### src/rtl/lp_mode_defs.vh
// Constants for the low-power mode controller
`ifndef LP_MODE_DEFS_VH
`define LP_MODE_DEFS_VH

// Register offsets
`define REG_MODE_SEL 4'h0
`define REG_RET_CFG 4'h1
`define REG_GATE_CFG 4'h2
`define REG_SRAM_PWR 4'h3
`define REG_STATUS 4'h4
`define REG_WAKE_SRC 4'h5
`define REG_IO_RET 4'h6
`define REG_IO_RET_HI 4'h7
`define REG_WAKE_HI 4'h8

// Mode encodings
`define MODE_RUN 3'h0
`define MODE_SLEEP 3'h1
`define MODE_STOP0 3'h2
`define MODE_STOP1 3'h3
`define MODE_STOP2 3'h4
`define MODE_STBY_RET 3'h5
`define MODE_STBY 3'h6
`define MODE_RESET 3'h7

// Retention config field positions
`define RET_SRAM1_BIT 0
`define RET_SRAM2_BIT 1
`define RET_RADIO_BIT 2
`define RET_BOR_ULP_BIT 3
`define RET_WK_POL_BIT 4

// Gate config field positions
`define GATE_SRAM1_BIT 0
`define GATE_SRAM2_BIT 1
`define GATE_FLASH_BIT 2

// Wake source indices
`define WK_RESET_PIN 0
`define WK_IO 1
`define WK_BOR 2
`define WK_PVD 3
`define WK_RTC 4
`define WK_TAMPER_UNIT 5
`define WK_INDEPENDENT_WATCHDOG 6
`define WK_RSC 7
`define WK_SERIAL1 8
`define WK_SERIAL_PERIPHERAL_THREE 9
`define WK_TWO3 10
`define WK_TIM1 11
`define WK_OTHER 12
`define WK_PIN 13
`define WK_COUNT 14

// System clock source encodings
`define CLK_RC16 2'h0
`define CLK_XTAL32 2'h1
`define CLK_PLL 2'h2

// Reset counter load after standby exit; the reset sequence runs one cycle longer
`define STBY_RST_CYCLES 4'h8

`endif

### src/rtl/wake_sync.v
// Two-stage synchroniser for a vector of asynchronous inputs
module wake_sync #(
    parameter WIDTH = 14
) (
    // Clock and reset
    input wire clk_in,
    input wire rstn_in,
    // Data
    input wire [WIDTH-1:0] async_in,
    output wire [WIDTH-1:0] sync_out
);
    reg [WIDTH-1:0] stage1;
    reg [WIDTH-1:0] stage2;
    genvar i;
    generate
        for (i = 0; i < WIDTH; i = i + 1) begin : g_bit
            always @(posedge clk_in or negedge rstn_in) begin
                if (!rstn_in) begin
                    stage1[i] <= 1'b0;
                    stage2[i] <= 1'b0;
                end else begin
                    stage1[i] <= async_in[i];
                    stage2[i] <= stage1[i];
                end
            end
        end
    endgenerate
    assign sync_out = stage2;
endmodule // wake_sync

### src/rtl/low_power_mode_controller.v
// Low-power mode sequencer with register port
//
// Implementation choices: the address map and the plain strobed port.
`include "lp_mode_defs.vh"

// Behaviour
// RULE1 - After reset the device is in Run; software then picks a mode.
// RULE2 - Sleep halts only the processor clock; any interrupt or event wakes it.
// RULE3 - Stop 0/1 stop core clocks, PLL and fast oscillators; retain state; slow osc runs.
// RULE4 - Stop bus clock requests use the 16 MHz RC; DMA needs move to Stop 0.
// RULE5 - Stop 0 keeps main regulator; Stop 1, 2, standby retention use low-power regulator.
// RULE6 - Leaving any Stop or Standby mode selects the 16 MHz RC as system clock.
// RULE7 - Stop 2 keeps only the listed peripherals powered; others are off.
// RULE8 - Stop 2 exits on reset pin, I/O or listed peripheral wake sources.
// RULE9 - Standby powers off core domain, PLL, fast oscillators; slow osc keeps running.
// RULE10 - Brownout monitor stays active throughout Standby and cannot be disabled.
// RULE11 - Selected SRAM retention keeps SRAM1/SRAM2 during Standby on low-power regulator.
// RULE12 - Selected radio retention keeps radio state during Standby on low-power regulator.
// RULE13 - Standby exits on reset pin, watchdog, wake pin edge, RTC or tamper.
// RULE14 - Radio sleep counter wakes Standby only with radio retention.
// RULE15 - In Standby each I/O holds its configured pull-up, pull-down or floating state.
// RULE16 - Brownout ultra-low-power setting applies in Stop 1, Stop 2 and Standby.
// RULE17 - Stop 0 turns the 16 MHz RC on while a peripheral requests it.
// RULE18 - Stop 0 keeps autonomous DMA peripherals clocked and accepts their wake interrupts.
// RULE19 - Stop 1/2 peripherals may issue bus clock requests or wake interrupts.
// RULE20 - Flash may be powered down while running from SRAM; SRAM clocks gate separately.
// RULE21 - In Stop and standby retention each SRAM can be powered off individually.
// RULE22 - Stop or Sleep wake returns to Run; Standby wake passes through reset first.
module low_power_mode_controller (
    // Clock and reset
    input wire sys_clk_in,
    input wire rstn_in,
    // Register port
    input wire [3:0] reg_addr_in,
    input wire [7:0] reg_wdata_in,
    input wire reg_wr_in,
    input wire reg_rd_in,
    output reg [7:0] reg_rdata_out,
    // Processor handshake
    input wire cpu_lp_entry_in,
    input wire cpu_irq_in,
    // Wake sources, asynchronous
    input wire [`WK_COUNT-1:0] wake_src_in,
    // Peripheral clock requests, asynchronous
    input wire stop_busclk_req_in,
    input wire stop_dma_req_in,
    // Clock controls
    output reg cpu_clk_en_out,
    output reg core_clk_en_out,
    output reg pll_en_out,
    output reg internal_16mhz_rc_en_out,
    output reg crystal_32mhz_osc_en_out,
    output reg slow_osc_en_out,
    output reg [1:0] sysclk_sel_out,
    output reg sram1_clk_en_out,
    output reg sram2_clk_en_out,
    output reg flash_clk_en_out,
    output reg flash_pwr_en_out,
    // Power controls
    output reg main_reg_en_out,
    output reg low_power_regulator_state_out,
    output reg core_domain_pwr_out,
    output reg sram1_pwr_out,
    output reg sram2_pwr_out,
    output reg radio_ret_out,
    output reg periph_all_pwr_out,
    output reg periph_stop2_pwr_out,
    output reg brownout_reset_en_out,
    output reg brownout_reset_ulp_out,
    output reg io_retain_out,
    output reg [15:0] io_ret_cfg_out,
    output reg system_reset_out,
    output reg [2:0] mode_out
);
    localparam ST_RUN = 3'h0;
    localparam ST_SLEEP = 3'h1;
    localparam ST_STOP0 = 3'h2;
    localparam ST_STOP1 = 3'h3;
    localparam ST_STOP2 = 3'h4;
    localparam ST_STBY_RET = 3'h5;
    localparam ST_STBY = 3'h6;
    localparam ST_RESET = 3'h7;

    reg rst_s1;
    reg rst_n;
    reg [2:0] state;
    reg [2:0] next_state;
    reg [2:0] mode_sel;
    reg [4:0] ret_cfg;
    reg [2:0] gate_cfg;
    reg [1:0] sram_off;
    reg [15:0] io_ret;
    reg [`WK_COUNT-1:0] wake_seen;
    reg [`WK_COUNT-1:0] wake_prev;
    reg [3:0] rst_cnt;
    reg stop1_parked;
    reg wake_now;
    reg [7:0] next_rdata;
    wire [`WK_COUNT-1:0] wake_s;
    wire [1:0] clkreq_s;
    wire pin_edge;
    wire [`WK_COUNT-1:0] stop2_mask;
    wire [`WK_COUNT-1:0] stby_mask;

    // Reset release through two flops
    always @(posedge sys_clk_in or negedge rstn_in) begin
        if (!rstn_in) begin
            rst_s1 <= 1'b0;
            rst_n <= 1'b0;
        end else begin
            rst_s1 <= 1'b1;
            rst_n <= rst_s1;
        end
    end

    wake_sync #(.WIDTH(`WK_COUNT)) u_wake_sync (
        .clk_in(sys_clk_in),
        .rstn_in(rst_n),
        .async_in(wake_src_in),
        .sync_out(wake_s)
    );

    wake_sync #(.WIDTH(2)) u_req_sync (
        .clk_in(sys_clk_in),
        .rstn_in(rst_n),
        .async_in({stop_dma_req_in, stop_busclk_req_in}),
        .sync_out(clkreq_s)
    );

    // Edge on wake pin with programmable polarity [RULE13]
    assign pin_edge = ret_cfg[`RET_WK_POL_BIT] ?
        (wake_prev[`WK_PIN] & ~wake_s[`WK_PIN]) :
        (~wake_prev[`WK_PIN] & wake_s[`WK_PIN]);

    // Stop 2 wake set: everything but generic sources and the wake pin [RULE8]
    assign stop2_mask = {`WK_COUNT{1'b1}} & ~(14'h1 << `WK_OTHER) & ~(14'h1 << `WK_PIN);

    // Standby wake set; sleep counter only with radio retention [RULE13] [RULE14]
    assign stby_mask = (14'h1 << `WK_RESET_PIN) | (14'h1 << `WK_BOR) |
        (14'h1 << `WK_RTC) | (14'h1 << `WK_TAMPER_UNIT) | (14'h1 << `WK_INDEPENDENT_WATCHDOG) |
        ((state == ST_STBY_RET && ret_cfg[`RET_RADIO_BIT]) ? (14'h1 << `WK_RSC) : 14'h0);

    always @* begin
        wake_now = 1'b0;
        case (state)
            ST_SLEEP: wake_now = cpu_irq_in | (|wake_s); // [RULE2]
            ST_STOP0: wake_now = |wake_s; // [RULE18]
            ST_STOP1: wake_now = |wake_s; // [RULE19]
            ST_STOP2: wake_now = |(wake_s & stop2_mask); // [RULE8]
            ST_STBY_RET: wake_now = (|(wake_s & stby_mask)) | pin_edge; // [RULE13]
            ST_STBY: wake_now = (|(wake_s & stby_mask)) | pin_edge; // [RULE13]
            default: wake_now = 1'b0;
        endcase
    end

    // Mode sequencing
    always @* begin
        next_state = state;
        case (state)
            ST_RUN: begin
                if (cpu_lp_entry_in && mode_sel != `MODE_RUN && mode_sel != `MODE_RESET) begin
                    next_state = mode_sel; // [RULE1]
                end
            end
            ST_SLEEP, ST_STOP0, ST_STOP2: begin
                if (wake_now) begin
                    next_state = ST_RUN; // [RULE22]
                end else if (state == ST_STOP0 && stop1_parked && !clkreq_s[1]) begin
                    next_state = ST_STOP1;
                end
            end
            ST_STOP1: begin
                if (wake_now) begin
                    next_state = ST_RUN; // [RULE22]
                end else if (clkreq_s[1]) begin
                    next_state = ST_STOP0; // [RULE4]
                end
            end
            ST_STBY_RET, ST_STBY: begin
                if (wake_now) begin
                    next_state = ST_RESET; // [RULE22]
                end
            end
            ST_RESET: begin
                if (rst_cnt == 4'h0) begin
                    next_state = ST_RUN; // [RULE22]
                end
            end
            default: next_state = ST_RUN;
        endcase
    end

    always @(posedge sys_clk_in or negedge rst_n) begin
        if (!rst_n) begin
            state <= ST_RUN; // [RULE1]
            wake_prev <= {`WK_COUNT{1'b0}};
            wake_seen <= {`WK_COUNT{1'b0}};
            rst_cnt <= 4'h0;
            stop1_parked <= 1'b0;
        end else begin
            state <= next_state;
            wake_prev <= wake_s;
            // Event wins over software clear
            wake_seen <= ((reg_wr_in && reg_addr_in == `REG_WAKE_SRC) ?
                wake_seen & ~{6'h0, reg_wdata_in} : wake_seen) |
                (wake_now ? wake_s : {`WK_COUNT{1'b0}});
            if (next_state == ST_RESET && state != ST_RESET) begin
                rst_cnt <= `STBY_RST_CYCLES;
            end else if (rst_cnt != 4'h0) begin
                rst_cnt <= rst_cnt - 4'h1;
            end
            if (state == ST_STOP1 && next_state == ST_STOP0) begin
                stop1_parked <= 1'b1;
            end else if (next_state != ST_STOP0) begin
                stop1_parked <= 1'b0;
            end
        end
    end

    // Register writes; standby wake resets mode, gate and SRAM power settings too
    always @(posedge sys_clk_in or negedge rst_n) begin
        if (!rst_n) begin
            mode_sel <= `MODE_RUN;
            ret_cfg <= 5'h00;
            gate_cfg <= 3'h7;
            sram_off <= 2'h0;
            io_ret <= 16'h0000;
        end else if (state == ST_RESET) begin
            mode_sel <= `MODE_RUN;
            gate_cfg <= 3'h7;
            sram_off <= 2'h0;
        end else if (reg_wr_in) begin
            case (reg_addr_in)
                `REG_MODE_SEL: mode_sel <= reg_wdata_in[2:0];
                `REG_RET_CFG: ret_cfg <= reg_wdata_in[4:0];
                `REG_GATE_CFG: gate_cfg <= reg_wdata_in[2:0]; // [RULE20]
                `REG_SRAM_PWR: sram_off <= reg_wdata_in[1:0]; // [RULE21]
                `REG_IO_RET: io_ret[7:0] <= reg_wdata_in;
                `REG_IO_RET_HI: io_ret[15:8] <= reg_wdata_in;
                default: io_ret <= io_ret;
            endcase
        end
    end

    always @* begin
        case (reg_addr_in)
            `REG_MODE_SEL: next_rdata = {5'h00, mode_sel};
            `REG_RET_CFG: next_rdata = {3'h0, ret_cfg};
            `REG_GATE_CFG: next_rdata = {5'h00, gate_cfg};
            `REG_SRAM_PWR: next_rdata = {6'h00, sram_off};
            `REG_STATUS: next_rdata = {3'h0, clkreq_s, state};
            `REG_WAKE_SRC: next_rdata = wake_seen[7:0];
            `REG_IO_RET: next_rdata = io_ret[7:0];
            `REG_IO_RET_HI: next_rdata = io_ret[15:8];
            `REG_WAKE_HI: next_rdata = {2'h0, wake_seen[13:8]};
            default: next_rdata = 8'h00;
        endcase
    end

    // Outputs registered from the next state
    always @(posedge sys_clk_in or negedge rst_n) begin
        if (!rst_n) begin
            reg_rdata_out <= 8'h00;
            cpu_clk_en_out <= 1'b1;
            core_clk_en_out <= 1'b1;
            pll_en_out <= 1'b0;
            internal_16mhz_rc_en_out <= 1'b1;
            crystal_32mhz_osc_en_out <= 1'b0;
            slow_osc_en_out <= 1'b1;
            sysclk_sel_out <= `CLK_RC16;
            sram1_clk_en_out <= 1'b1;
            sram2_clk_en_out <= 1'b1;
            flash_clk_en_out <= 1'b1;
            flash_pwr_en_out <= 1'b1;
            main_reg_en_out <= 1'b1;
            low_power_regulator_state_out <= 1'b0;
            core_domain_pwr_out <= 1'b1;
            sram1_pwr_out <= 1'b1;
            sram2_pwr_out <= 1'b1;
            radio_ret_out <= 1'b0;
            periph_all_pwr_out <= 1'b1;
            periph_stop2_pwr_out <= 1'b1;
            brownout_reset_en_out <= 1'b1;
            brownout_reset_ulp_out <= 1'b0;
            io_retain_out <= 1'b0;
            io_ret_cfg_out <= 16'h0000;
            system_reset_out <= 1'b0;
            mode_out <= `MODE_RUN;
        end else begin
            reg_rdata_out <= reg_rd_in ? next_rdata : 8'h00;
            mode_out <= next_state;
            cpu_clk_en_out <= (next_state == ST_RUN); // [RULE2]
            // Core clocks only in run/sleep, or stop 0 when a bus clock or DMA request is pending
            core_clk_en_out <= (next_state == ST_RUN) || (next_state == ST_SLEEP) ||
                (next_state == ST_STOP0 && (|clkreq_s)); // [RULE3] [RULE18]
            pll_en_out <= (next_state == ST_RUN || next_state == ST_SLEEP) &&
                (sysclk_sel_out == `CLK_PLL); // [RULE3] [RULE9]
            crystal_32mhz_osc_en_out <= (next_state == ST_RUN || next_state == ST_SLEEP) &&
                (sysclk_sel_out == `CLK_XTAL32); // [RULE3] [RULE9]
            // 16 MHz RC on in run, sleep and reset, or on request while stopped [RULE17] [RULE4]
            internal_16mhz_rc_en_out <= (next_state == ST_RUN) || (next_state == ST_SLEEP) ||
                (next_state == ST_RESET) ||
                ((next_state == ST_STOP0 || next_state == ST_STOP1 ||
                next_state == ST_STOP2) && (|clkreq_s));
            slow_osc_en_out <= 1'b1; // [RULE3] [RULE9]
            // Stopped modes park on the RC so every exit resumes on it
            if (next_state != ST_RUN && next_state != ST_SLEEP) begin
                sysclk_sel_out <= `CLK_RC16; // [RULE6] [RULE4]
            end
            sram1_clk_en_out <= gate_cfg[`GATE_SRAM1_BIT]; // [RULE20]
            sram2_clk_en_out <= gate_cfg[`GATE_SRAM2_BIT]; // [RULE20]
            flash_clk_en_out <= gate_cfg[`GATE_FLASH_BIT] &&
                (next_state == ST_RUN || next_state == ST_SLEEP); // [RULE20]
            flash_pwr_en_out <= gate_cfg[`GATE_FLASH_BIT] &&
                (next_state == ST_RUN || next_state == ST_SLEEP); // [RULE20]
            main_reg_en_out <= (next_state == ST_RUN) || (next_state == ST_SLEEP) ||
                (next_state == ST_STOP0) || (next_state == ST_RESET); // [RULE5]
            low_power_regulator_state_out <= (next_state == ST_STOP1) ||
                (next_state == ST_STOP2) || (next_state == ST_STBY_RET); // [RULE5]
            core_domain_pwr_out <= (next_state != ST_STBY) &&
                (next_state != ST_STBY_RET); // [RULE9]
            // SRAM power: retained only where allowed [RULE11] [RULE21]
            case (next_state)
                ST_STBY: begin
                    sram1_pwr_out <= 1'b0;
                    sram2_pwr_out <= 1'b0;
                end
                ST_STBY_RET: begin
                    sram1_pwr_out <= ret_cfg[`RET_SRAM1_BIT] & ~sram_off[0];
                    sram2_pwr_out <= ret_cfg[`RET_SRAM2_BIT] & ~sram_off[1];
                end
                ST_STOP0, ST_STOP1, ST_STOP2: begin
                    sram1_pwr_out <= ~sram_off[0];
                    sram2_pwr_out <= ~sram_off[1];
                end
                default: begin
                    sram1_pwr_out <= 1'b1;
                    sram2_pwr_out <= 1'b1;
                end
            endcase
            radio_ret_out <= (next_state == ST_STBY_RET) && ret_cfg[`RET_RADIO_BIT]; // [RULE12]
            periph_all_pwr_out <= (next_state != ST_STOP2) && (next_state != ST_STBY) &&
                (next_state != ST_STBY_RET); // [RULE7]
            periph_stop2_pwr_out <= (next_state != ST_STBY) &&
                (next_state != ST_STBY_RET); // [RULE7]
            brownout_reset_en_out <= 1'b1; // [RULE10]
            brownout_reset_ulp_out <= ret_cfg[`RET_BOR_ULP_BIT] &&
                (next_state == ST_STOP1 || next_state == ST_STOP2 ||
                next_state == ST_STBY || next_state == ST_STBY_RET); // [RULE16]
            io_retain_out <= (next_state == ST_STBY) || (next_state == ST_STBY_RET); // [RULE15]
            io_ret_cfg_out <= io_ret; // [RULE15]
            system_reset_out <= (next_state == ST_RESET); // [RULE22]
        end
    end
endmodule // low_power_mode_controller

### config.mk
export PLATFORM = sky130hd
export DESIGN_NAME = low_power_mode_controller
export DESIGN_NICKNAME = d
export VERILOG_FILES = /design/src/rtl/wake_sync.v /design/src/rtl/low_power_mode_controller.v
export VERILOG_INCLUDE_DIRS = /design/src /design/src/rtl
export SDC_FILE = /design/constraint.sdc
export NUM_CORES = 1
export LEC_CHECK = 0
export BUFFER_PORTS_ARGS = -buffer_cell sky130_fd_sc_hd__buf_2
export CAP_MARGIN = 5
export CORE_MARGIN = 1.5
export CORE_UTILIZATION = 55
export DETAILED_ROUTE_END_ITERATION = 8
export GPL_TIMING_DRIVEN = 0
export HOLD_SLACK_MARGIN = 0.1
export PLACE_DENSITY = 0.76
export SLEW_MARGIN = 20
export SYNTH_ARGS = -nofsm -noshare
export SYNTH_HDL_FRONTEND = slang
export SYNTH_SLANG_ARGS = --single-unit
### constraint.sdc
create_clock -name sys_clk_in -period 4.6 [get_ports sys_clk_in]
set_input_delay 0.23 -clock sys_clk_in [delete_from_list [all_inputs] [get_ports sys_clk_in]]
set_output_delay 0.23 -clock sys_clk_in [all_outputs]
set_load 0.02 [all_outputs]
==> results of run 1 <==
## worst max-delay path: cells and delay by family (launching register included)
| family | cells | cell delay (ps) |
|---|---|---|
| flops | 1 | 440 |
| xor+xnor | 1 | 160 |
| compound gates | 2 | 780 |
| buf+inv | 1 | 120 |
| simple gates | 3 | 880 |
## power breakdown
group,internal [mW],leakage [nW],total [mW],switching (mW)
registers,1.33,1.49,1.47,0.134
clock network,0.796,0.267,1.26,0.462
logic,0.323,1.23,0.787,0.464
total,2.45,2.98,3.51,1.06
## sequential cells by signal, indices dropped and copies added, names as in the netlist, 4 cells and up
register	cells
io_ret	16
io_ret_cfg_out	16
u_wake_sync.stage1	14
u_wake_sync.sync_out	14
wake_seen	14
reg_rdata_out	8
ret_cfg	5
rst_cnt	4
## routing by layer
metal	track usage, %	wire (um)	vias to the layer above
li1	-	-	1582
met1	30.8	4470	1740
met5	0	0	-
met4	10.8	274	0
met3	6.51	608	27
met2	39.2	5400	131
## kinds of logic after synthesis
family / synth area share (%)
XOR/XNOR: 0.351
adder cells (fa/ha/maj): 0.251
buffers and inverters: 2.89
AO/OA/AOI/OAI: 9.89
AND/OR/NAND/NOR: 12.8
flip-flops: 63.6
other: 0.151
multiplexers: 10.1
## timing repair
| item | CTS | global route |
|---|---|---|
| hold buffers | 27 | 0 |
| hold endpoints to repair | 62 | 0 |
| endpoints found under the setup margin | 0 | 0 |
## cell usage after synthesis (all sizes together) (2+ instances only)
| cell type | n | share of area [%] |
|---|---|---|
| clkbuf | 3 | 0.23 |
| nor4 | 2 | 0.55 |
| o31ai | 2 | 0.58 |
| a21boi | 3 | 0.45 |
| mux2i | 11 | 2.2 |
| nand4 | 2 | 0.38 |
| and3 | 6 | 0.75 |
| xnor2 | 2 | 0.35 |
| o311ai | 2 | 0.70 |
| nand3b | 3 | 0.45 |
| and2 | 7 | 0.88 |
| o21ai | 14 | 1.4 |
| dfstp | 14 | 7.4 |
| a22oi | 5 | 0.75 |
| nor3b | 4 | 0.90 |
| dfrtp | 112 | 56 |
| conb | 2 | 0.15 |
| buf | 16 | 2.0 |
| nor2b | 6 | 0.75 |
| a21oi | 9 | 0.90 |
| nor3 | 6 | 0.80 |
| nand2 | 35 | 2.6 |
| nor2 | 26 | 2.2 |
| nor4b | 2 | 0.48 |
| a31oi | 2 | 0.25 |
| mux4 | 4 | 1.8 |
| a21o | 6 | 0.90 |
| nand3 | 10 | 1.1 |
| mux2 | 27 | 6.1 |
| a22o | 9 | 1.6 |
| inv | 7 | 0.63 |
| a221oi | 3 | 0.53 |
| nand2b | 2 | 0.25 |
## area by class of cell
class	count	area [sq um]	share of cell area, %
inverters	7	31.3	0.487
repair buffers	106	711	11.1
well taps	108	135	2.10
multi-input cells	229	1700	26.4
flip-flops and latches	126	3170	49.4
plain buffers	19	113	1.75
clock inverters	10	114	1.77
clock buffers	22	453	7.05
## worst max-delay path by stage
| stage | from | endpoint | slack [ps] |
|---|---|---|---|
| floorplan | rst_n$_DFF_PN0_ | brownout_reset_ulp_out$_DFF_PN0_ | 850 |
| global placement | rst_n$_DFF_PN0_ | system_reset_out$_DFF_PN0_ | -260 |
| detailed placement | rst_cnt[0]$_DFFE_PN0P_ | sram2_pwr_out$_DFF_PN1_ | 2100 |
| CTS | rst_cnt[0]$_DFFE_PN0P_ | sram2_pwr_out$_DFF_PN1_ | 2090 |
| global route | u_wake_sync.sync_out[5]$_DFF_PN0_ | sram1_pwr_out$_DFF_PN1_ | 1880 |
| finish | u_wake_sync.sync_out[6]$_DFF_PN0_ | sram2_pwr_out$_DFF_PN1_ | 2110 |
==> run_results.csv, run 1 <==
group,metric,value,unit
final_layout,nNetsFinal,541,
sta,skew,4.23,ps
global_route,grt_overflow_total,0,
placement,post-dp-hpwl,7.20,mm
detailed_routing,drt_iter0_drc,146,
detailed_routing,routed_wl,10.8,mm
yosys,synth-main-ff-cell,"dfrtp_1",
clocking,cts_setup_buffers,0,
clocking,htreeDepth,4,
final_layout,design_area,6430,sq um
yosys,syn_area_per_cell,13.3,sq um
clocking,numCtsBuffers,17,
clocking,clock-sinks,126,
hold_path,hold_class,"reg -> async",
critical_path,r2r_setup_slack,2110,ps
critical_path,worstRegToRegCells,7,
yosys,ys_seq_area_share,63.6,%
yosys,synthDistinctLibCells,61,
critical_path,crit_slowest_cell,"o32ai_4",
final_layout,diodes,0,
final_layout,fin_cells,627,
yosys,async_reset_ff_share,100,%
sta,fin_crit_sh,54.2,%
power_and_ir_drop,powerDensity,546,nW/um^2
critical_path,cp-end-kind,"register",
global_route,grt_max_degree,62,
power_and_ir_drop,leakagePower,2.98,nW
final_layout,fillers,591,
clocking,worstSkewPairLatency,520,ps
clocking,root_buffer,"clkbuf_8",
floorplan,initial_core_util,56.9,%
placement,place.gp.congestion,0.920,
floorplan,io_pins,85,
global_route,track_usage,24.2,%
floorplan,die_w,98.2,um
final_layout,area_growth,28.9,%
yosys,synthesis.area,4990,sq um
sta,hold_viol,0,
floorplan,core.rowCount,34,
yosys,synth_edf_count,0,
power_and_ir_drop,peakVddDrop,0.299,mV
critical_path,worstSetupPathType,"reg -> reg",
critical_path,crit_path_max_fanout,8,
placement,numPortBuffers,77,
critical_path,cp.arrival,2910,ps
clocking,path_clk_slew,60,ps
final_layout,final_common_cell,"dfrtp_1",
clocking,cts_resized,0,
sta,fmax,0.401,GHz
critical_path,cpPeakStageDelay,460,ps
global_route,grt_pass1_wl,17.7,mm
sta,grt_setup_unrepaired,"false",
detailed_routing,drt_first_pass_iters,4,
clocking,tritoncts,"done",
sta,slew_headroom,39.9,%
status,status,"finished, final reports clean",
sta,setup-tns-final,0,ps
global_route,grt_pass1_vias,3565,
placement,dp_slack,2100,ps
floorplan,die_h,98.2,um
floorplan,core,8760,sq um
yosys,yosysWarnings,0,
clocking,ctsLongestPathBuffers,2,
sta,worstMarginPinSlew,898,ps
floorplan,dieArea,9650,sq um
sta,worst_slack,2110,ps
detailed_routing,drc_errors,0,
sta,setup_viol_count_final,0,
power_and_ir_drop,p_total,3.51,mW
yosys,synth_seq_cells,126,
critical_path,r2r-start,"u_wake_sync.sync_out[6]$_DFF_PN0_",
global_route,antenna_found_initial,0,
final_layout,layout_common_cells,"dfrtp_1 (111), buf_2 (80), nand2_1 (35)",
sta,slew_viol_final,0,
sta,hold_ws,180,ps
critical_path,crit_chain,"nor4_1 > nand4_2 > nor3b_2 > o32ai_4 > inv_4 > xnor2_1 > a221oi_1",
critical_path,cp-start-kind,"register",
sta,min_period,2490,ps
placement,place_area,5580,sq um
detailed_routing,via_count,3480,
detailed_routing,vias_per_cell,5.55,
critical_path,r2r-end,"sram2_pwr_out$_DFF_PN1_",
detailed_routing,drtAntennaViolNets,0,
run,drv_cap,0,
placement,dp_cells,568,
detailed_routing,avgRoutedWirePerCell,17.1,um
final_layout,drive_above_1_share,36.2,%
final_layout,utilization,73.3,%
yosys,synth_cells,376,
critical_path,crit_required,5020,ps
(Power assumes the default switching activity.)
==> run 2, diff against run 1 <==
--- a/config.mk
+++ b/config.mk
@@ -9,11 +9,11 @@
 export BUFFER_PORTS_ARGS = -buffer_cell sky130_fd_sc_hd__buf_2
 export CAP_MARGIN = 5
 export CORE_MARGIN = 1.5
-export CORE_UTILIZATION = 55
+export CORE_UTILIZATION = 50
 export DETAILED_ROUTE_END_ITERATION = 8
 export GPL_TIMING_DRIVEN = 0
 export HOLD_SLACK_MARGIN = 0.1
-export PLACE_DENSITY = 0.76
+export PLACE_DENSITY = 0.73
 export SLEW_MARGIN = 20
 export SYNTH_ARGS = -nofsm -noshare
 export SYNTH_HDL_FRONTEND = slang
==> constraint.sdc (replaced) <==
create_clock -name sys_clk_in -period 2.26 [get_ports sys_clk_in]
set_input_delay 0.113 -clock sys_clk_in [delete_from_list [all_inputs] [get_ports sys_clk_in]]
set_output_delay 0.113 -clock sys_clk_in [all_outputs]
set_load 0.02 [all_outputs]
==> run 2 against run 1 <==
  * Core utilization is 4.9 points lower
  * Non-clock buffer count increased by 11
  * Worst hold slack got worse by 58 ps
  * Count of clock-buffer cells in the layout is 2 lower
  * Via count grew 2.2%
  * Setup slack got worse by 2100 ps
  * Sequential power is 100% higher
  * Total power is 110% higher
  * Clock skew is 2.2 ps higher
  * Sequential share of layout area decreased by 1.7 points
  * Clock power increased by 110%
  * Critical endpoint is now radio_ret_out$_DFF_PN0_
  * Largest cell class unchanged
==> run_results.csv, run 2 (synthesis results as in run 1) <==
group,metric,value,unit
sta,setup-tns-final,0,ps
power_and_ir_drop,powerDensity,1120,nW/um^2
sta,worstMarginPinSlew,711,ps
detailed_routing,drc_errors,0,
final_layout,nNetsFinal,552,
global_route,grt_max_degree,51,
detailed_routing,via_count,3557,
clocking,numCtsBuffers,17,
placement,place.gp.congestion,0.968,
detailed_routing,vias_per_cell,5.37,
run,drv_cap,0,
sta,skew,6.45,ps
clocking,ctsLongestPathBuffers,2,
final_layout,area_growth,33.6,%
critical_path,cp.arrival,2680,ps
final_layout,layout_common_cells,"dfrtp_1 (108), buf_2 (78), nand2_1 (35)",
critical_path,crit_slowest_cell,"dfrtp_2",
global_route,track_usage,22.8,%
global_route,grt_pass1_wl,17.8,mm
critical_path,crit_path_max_fanout,6,
final_layout,design_area,6660,sq um
clocking,clock-sinks,126,
clocking,root_buffer,"clkbuf_8",
critical_path,crit_required,2710,ps
sta,fin_crit_sh,98.5,%
critical_path,worstSetupPathType,"reg -> reg",
clocking,worstSkewPairLatency,510,ps
global_route,grt_pass1_vias,3536,
global_route,grt_overflow_total,0,
critical_path,crit_chain,"nor4_4 > nand4_2 > nor3b_4 > o32ai_4 > inv_4 > buf_4 > nor2_4 > and3_1",
final_layout,diodes,0,
sta,worst_slack,34.5,ps
placement,dp_slack,-253,ps
placement,dp_cells,593,
sta,setup_viol_count_final,0,
critical_path,cpPeakStageDelay,450,ps
floorplan,io_pins,85,
clocking,path_clk_slew,60,ps
floorplan,dieArea,10600,sq um
sta,fmax,0.449,GHz
global_route,antenna_found_initial,0,
final_layout,utilization,68.5,%
sta,hold_viol,0,
floorplan,die_w,103,um
critical_path,cp-end-kind,"register",
floorplan,core,9730,sq um
clocking,htreeDepth,4,
final_layout,largestRegisters,"io_ret x16, io_ret_cfg_out x16",
detailed_routing,drt_first_pass_iters,5,
detailed_routing,drtAntennaViolNets,0,
final_layout,fin_cells,663,
critical_path,cp-start-kind,"register",
sta,grt_setup_unrepaired,"true",
status,status,"finished, final reports clean",
floorplan,core.rowCount,36,
sta,min_period,2230,ps
power_and_ir_drop,peakVddDrop,0.636,mV
sta,slew_viol_final,0,
detailed_routing,routed_wl,11.4,mm
placement,place_area,5600,sq um
detailed_routing,drt_iter0_drc,209,
placement,post-dp-hpwl,7.34,mm
floorplan,die_h,103,um
final_layout,final_common_cell,"dfrtp_1",
sta,slew_headroom,52.6,%
detailed_routing,avgRoutedWirePerCell,17.1,um
hold_path,hold_class,"in -> reg",
placement,numPortBuffers,77,
final_layout,drive_above_1_share,40.4,%
floorplan,initial_core_util,51.2,%
clocking,tritoncts,"done",
power_and_ir_drop,leakagePower,3.06,nW
## run 2: changes by cell type in the layout (fill, tap and decap cells not counted), sizes merged
cell and delta:
buf +7, clkinv -1, dlygate4sd3 +2, inv +3
## run 2: what timing repair did
action,4_1_cts,5_1_grt
pin swaps,2,7
setup buffers,2,7
setup endpoints to repair,20,27
hold buffers,29,0
endpoints found under the hold margin,63,0
resized for setup,6,18
## run 2: metal layers
layer	global-route usage, %	vias up	wire length, um	part of all wire (%)
met5	0	-	0	0
met4	11.0	0	256	2.3
met3	5.08	22	676	6.0
met2	37.4	141	5760	51
met1	29.1	1788	4660	41
li1	-	1606	-	-
## run 2: final cells by class
type	instances	area, sq um
Sequential cell	126	3180
Timing Repair Buffer	117	787
Buffer	19	118
Clock inverter	12	135
Fill cell	693	3070
Inverter	7	31.3
Clock buffer	20	445
Tap cell	133	166
Multi-Input combinational cell	229	1800
## run 2: critical path, delay by kind of cell (launching register included)
kind	cells	cell delay [ps]
buf+inv	2	260
flops	1	450
simple gates	5	1050
compound gates	1	400
## run 2: where the power goes
group / internal [mW] / leakage [nW] / switching [mW]
sequential: 2.71 / 1.48 / 0.296
combinational: 0.776 / 1.31 / 1.02
clock: 1.63 / 0.274 / 1.01
total: 5.12 / 3.06 / 2.33
## run 2: final timing paths
kind                                                         from                                end  slack (ps)  depth (start not counted)
worst max-delay path            u_wake_sync.sync_out[5]$_DFF_PN0_            radio_ret_out$_DFF_PN0_          30                          8
min in group asynchronous                         rst_n$_DFF_PN0_       io_ret_cfg_out[11]$_DFF_PN0_         360                          0
max in group asynchronous                         rst_n$_DFF_PN0_          main_reg_en_out$_DFF_PN1_         950                          2
worst max register to register  u_wake_sync.sync_out[5]$_DFF_PN0_            radio_ret_out$_DFF_PN0_          30                          8
worst min register to register    u_wake_sync.stage1[7]$_DFF_PN0_  u_wake_sync.sync_out[7]$_DFF_PN0_         350                          0
worst min-delay path                               reg_addr_in[2]         reg_rdata_out[2]$_DFF_PN0_         120                          4
## run 2: through the flow
step | hold WS [ps] | total power [mW]
after floorplan | -183 | 4.08
after detailed placement | -98.4 | 4.57
after global routing | 162 | 7.79
after CTS | 131 | 7.30
final | 122 | 7.45
after global placement | -102 | 4.51
==> run 3, diff against run 2 <==
--- a/config.mk
+++ b/config.mk
@@ -13,7 +13,8 @@
 export DETAILED_ROUTE_END_ITERATION = 8
 export GPL_TIMING_DRIVEN = 0
 export HOLD_SLACK_MARGIN = 0.1
-export PLACE_DENSITY = 0.73
+export PLACE_DENSITY = 0.75
+export REMOVE_ABC_BUFFERS = 1
 export SLEW_MARGIN = 20
 export SYNTH_ARGS = -nofsm -noshare
 export SYNTH_HDL_FRONTEND = slang
==> run 3 against run 2 <==
  * Worst hold slack better by 12 ps
  * Non-clock buffer count down 15
  * Highest routed layer unchanged
  * Final cell count down 2.4%
  * Critical endpoint is now reg_rdata_out[2]$_DFF_PN0_
  * Sequential power up 2%
  * Via count down 2.3%
  * Critical path type unchanged
  * Wire length down 3.2%
  * Setup slack better by 34 ps
  * Sequential share of layout area up 0.53 points
==> run_results.csv, run 3 (synthesis results as in run 1) <==
group,metric,value,unit
critical_path,cp-endpoint,"reg_rdata_out[2]$_DFF_PN0_",
sta,setup-tns-final,0,ps
global_route,track_usage,22.8,%
clocking,clock-sinks,126,
placement,post-dp-hpwl,6.98,mm
critical_path,crit_start,"mode_out[2]$_DFF_PN0_",
detailed_routing,drtAntennaViolNets,0,
critical_path,r2r-end,"reg_rdata_out[2]$_DFF_PN0_",
global_route,grt_max_degree,57,
power_and_ir_drop,powerDensity,1110,nW/um^2
clocking,root_buffer,"clkbuf_8",
detailed_routing,via_count,3474,
run,drv_cap,0,
final_layout,layout_common_cells,"dfrtp_1 (108), buf_2 (78), nand2_1 (35)",
sta,slew_headroom,59.3,%
final_layout,fillers,723,
critical_path,crit_required,2680,ps
final_layout,multiInputGateArea,1820,sq um
critical_path,crit_path_max_fanout,17,
floorplan,core.rowCount,36,
detailed_routing,vias_per_cell,5.37,
final_layout,nNetsFinal,537,
final_layout,regArea,3180,sq um
sta,setup_viol_count_final,0,
power_and_ir_drop,peakVddDrop,0.622,mV
sta,fmax,0.456,GHz
final_layout,drive_above_1_share,39.9,%
clocking,tritoncts,"done",
sta,worst_slack,68.3,ps
clocking,worstSkewPairLatency,540,ps
clocking,path_clk_slew,60,ps
detailed_routing,drc_errors,0,
floorplan,die_h,103,um
power_and_ir_drop,leakagePower,3.01,nW
clocking,ctsLongestPathBuffers,2,
global_route,grt_pass1_vias,3445,
floorplan,core,9730,sq um
sta,fin_crit_sh,97.0,%
hold_path,hold_class,"in -> reg",
detailed_routing,routed_wl,11.0,mm
critical_path,cp-start-kind,"register",
global_route,antenna_found_initial,0,
floorplan,die_w,103,um
floorplan,dieArea,10600,sq um
final_layout,diodes,0,
critical_path,worstSetupPathType,"reg -> reg",
floorplan,initial_core_util,51.2,%
sta,skew,14.0,ps
critical_path,cpPeakStageDelay,600,ps
critical_path,crit_slowest_cell,"dfrtp_4",
status,status,"finished, final reports clean",
clocking,htreeDepth,4,
sta,slew_viol_final,0,
global_route,grt_overflow_total,0,
placement,place.gp.congestion,0.929,
critical_path,crit_chain,"mux4_2 > o21ai_0 > a21boi_0 > dlygate4sd3_1",
sta,worstMarginPinSlew,610,ps
floorplan,io_pins,85,
placement,dp_slack,-237,ps
critical_path,cp.arrival,2610,ps
sta,hold_viol,0,
final_layout,area_growth,32.2,%
sta,hold_ws,134,ps
critical_path,r2r-start,"mode_out[2]$_DFF_PN0_",
detailed_routing,drt_iter0_drc,224,
final_layout,final_common_cell,"dfrtp_1",
critical_path,cp-end-kind,"register",
detailed_routing,drt_first_pass_iters,5,
final_layout,largestRegisters,"io_ret x16, io_ret_cfg_out x16",
power_and_ir_drop,p_total,7.31,mW
placement,numPortBuffers,78,
critical_path,critical-path-top-delay-family,"flip-flops",
sta,min_period,2190,ps
clocking,numCtsBuffers,17,
critical_path,critPathBufInv,1,
detailed_routing,avgRoutedWirePerCell,17.0,um
critical_path,worstRegToRegCells,4,
global_route,grt_pass1_wl,17.4,mm
sta,grt_setup_unrepaired,"true",
critical_path,r2r_setup_slack,70,ps
critical_path,worst-path-stages,4,
-- run 3: cell count changes in the layout (fill, tap and decap cells not counted), moves of 2 or more --
cell      before  now
buf_4         18   10
clkbuf_1       4    0
buf_1          3    0
clkinv_4       1    4
buf_12         2    0
buf_16         0    2
clkbuf_4       2    0
clkbuf_8       3    1
clkinv_2       2    4
inv_6          3    1
o21ai_1        1    3
-- run 3: through the flow --
step,util (%),area (sq um),instances
floorplan,-,4890,362
CTS,66.3,6450,638
global placement,56.0,5450,573
finish,67.8,6590,647
detailed placement,56.8,5520,576
global route,67.8,6590,647
-- run 3: power breakdown --
group | internal (mW) | switching [mW]
Clock | 1.56 | 0.988
Sequential | 2.72 | 0.352
Combinational | 0.743 | 0.946
-- run 3: area by class of cell --
class	instances	share of cell area [%]
multi-input cells	229	27.6
well taps	133	2.52
inverters	7	0.474
clock buffers	17	6.28
clock inverters	14	2.22
repair buffers	121	12.6
flip-flops and latches	126	48.2
-- run 3: worst register-to-register path: cells and delay by family, from the launching register on --
family / cells / cell delay [ps]
compound gates: 2 / 440
mux: 1 / 480
flops: 1 / 600
buf+inv: 1 / 570
-- run 3: worst min-delay path by stage --
| stage | startpoint | end | slack [ps] | cells after the start |
|---|---|---|---|---|
| after global routing | cpu_irq_in | wake_seen[12]$_DFF_PN0_ | 140 | 4 |
| after floorplan | rstn_in | rst_n$_DFF_PN0_ | -180 | 0 |
| after detailed placement | rstn_in | rst_s1$_DFF_PN0_ | -100 | 1 |
| final | cpu_irq_in | wake_seen[12]$_DFF_PN0_ | 130 | 4 |
| after global placement | rstn_in | rst_s1$_DFF_PN0_ | -100 | 1 |
| after CTS | cpu_irq_in | wake_seen[12]$_DFF_PN0_ | 170 | 4 |
-- run 3: what timing repair did --
action	in CTS	in global routing
setup endpoints to repair	33	35
hold buffers	30	0
gates resized for setup	12	16
hold endpoints to repair	63	0
pin swaps	1	10
buffers inserted	1	9
-- run 3: routing by layer --
layer  global-route usage, %  up-vias  routed length (um)
li1                        -     1577                   -
met1                    28.6     1740                4450
met2                    36.4      133                5540
met3                    6.85       24                 717
met4                    11.2        0                 281
met5                       0        -                   0
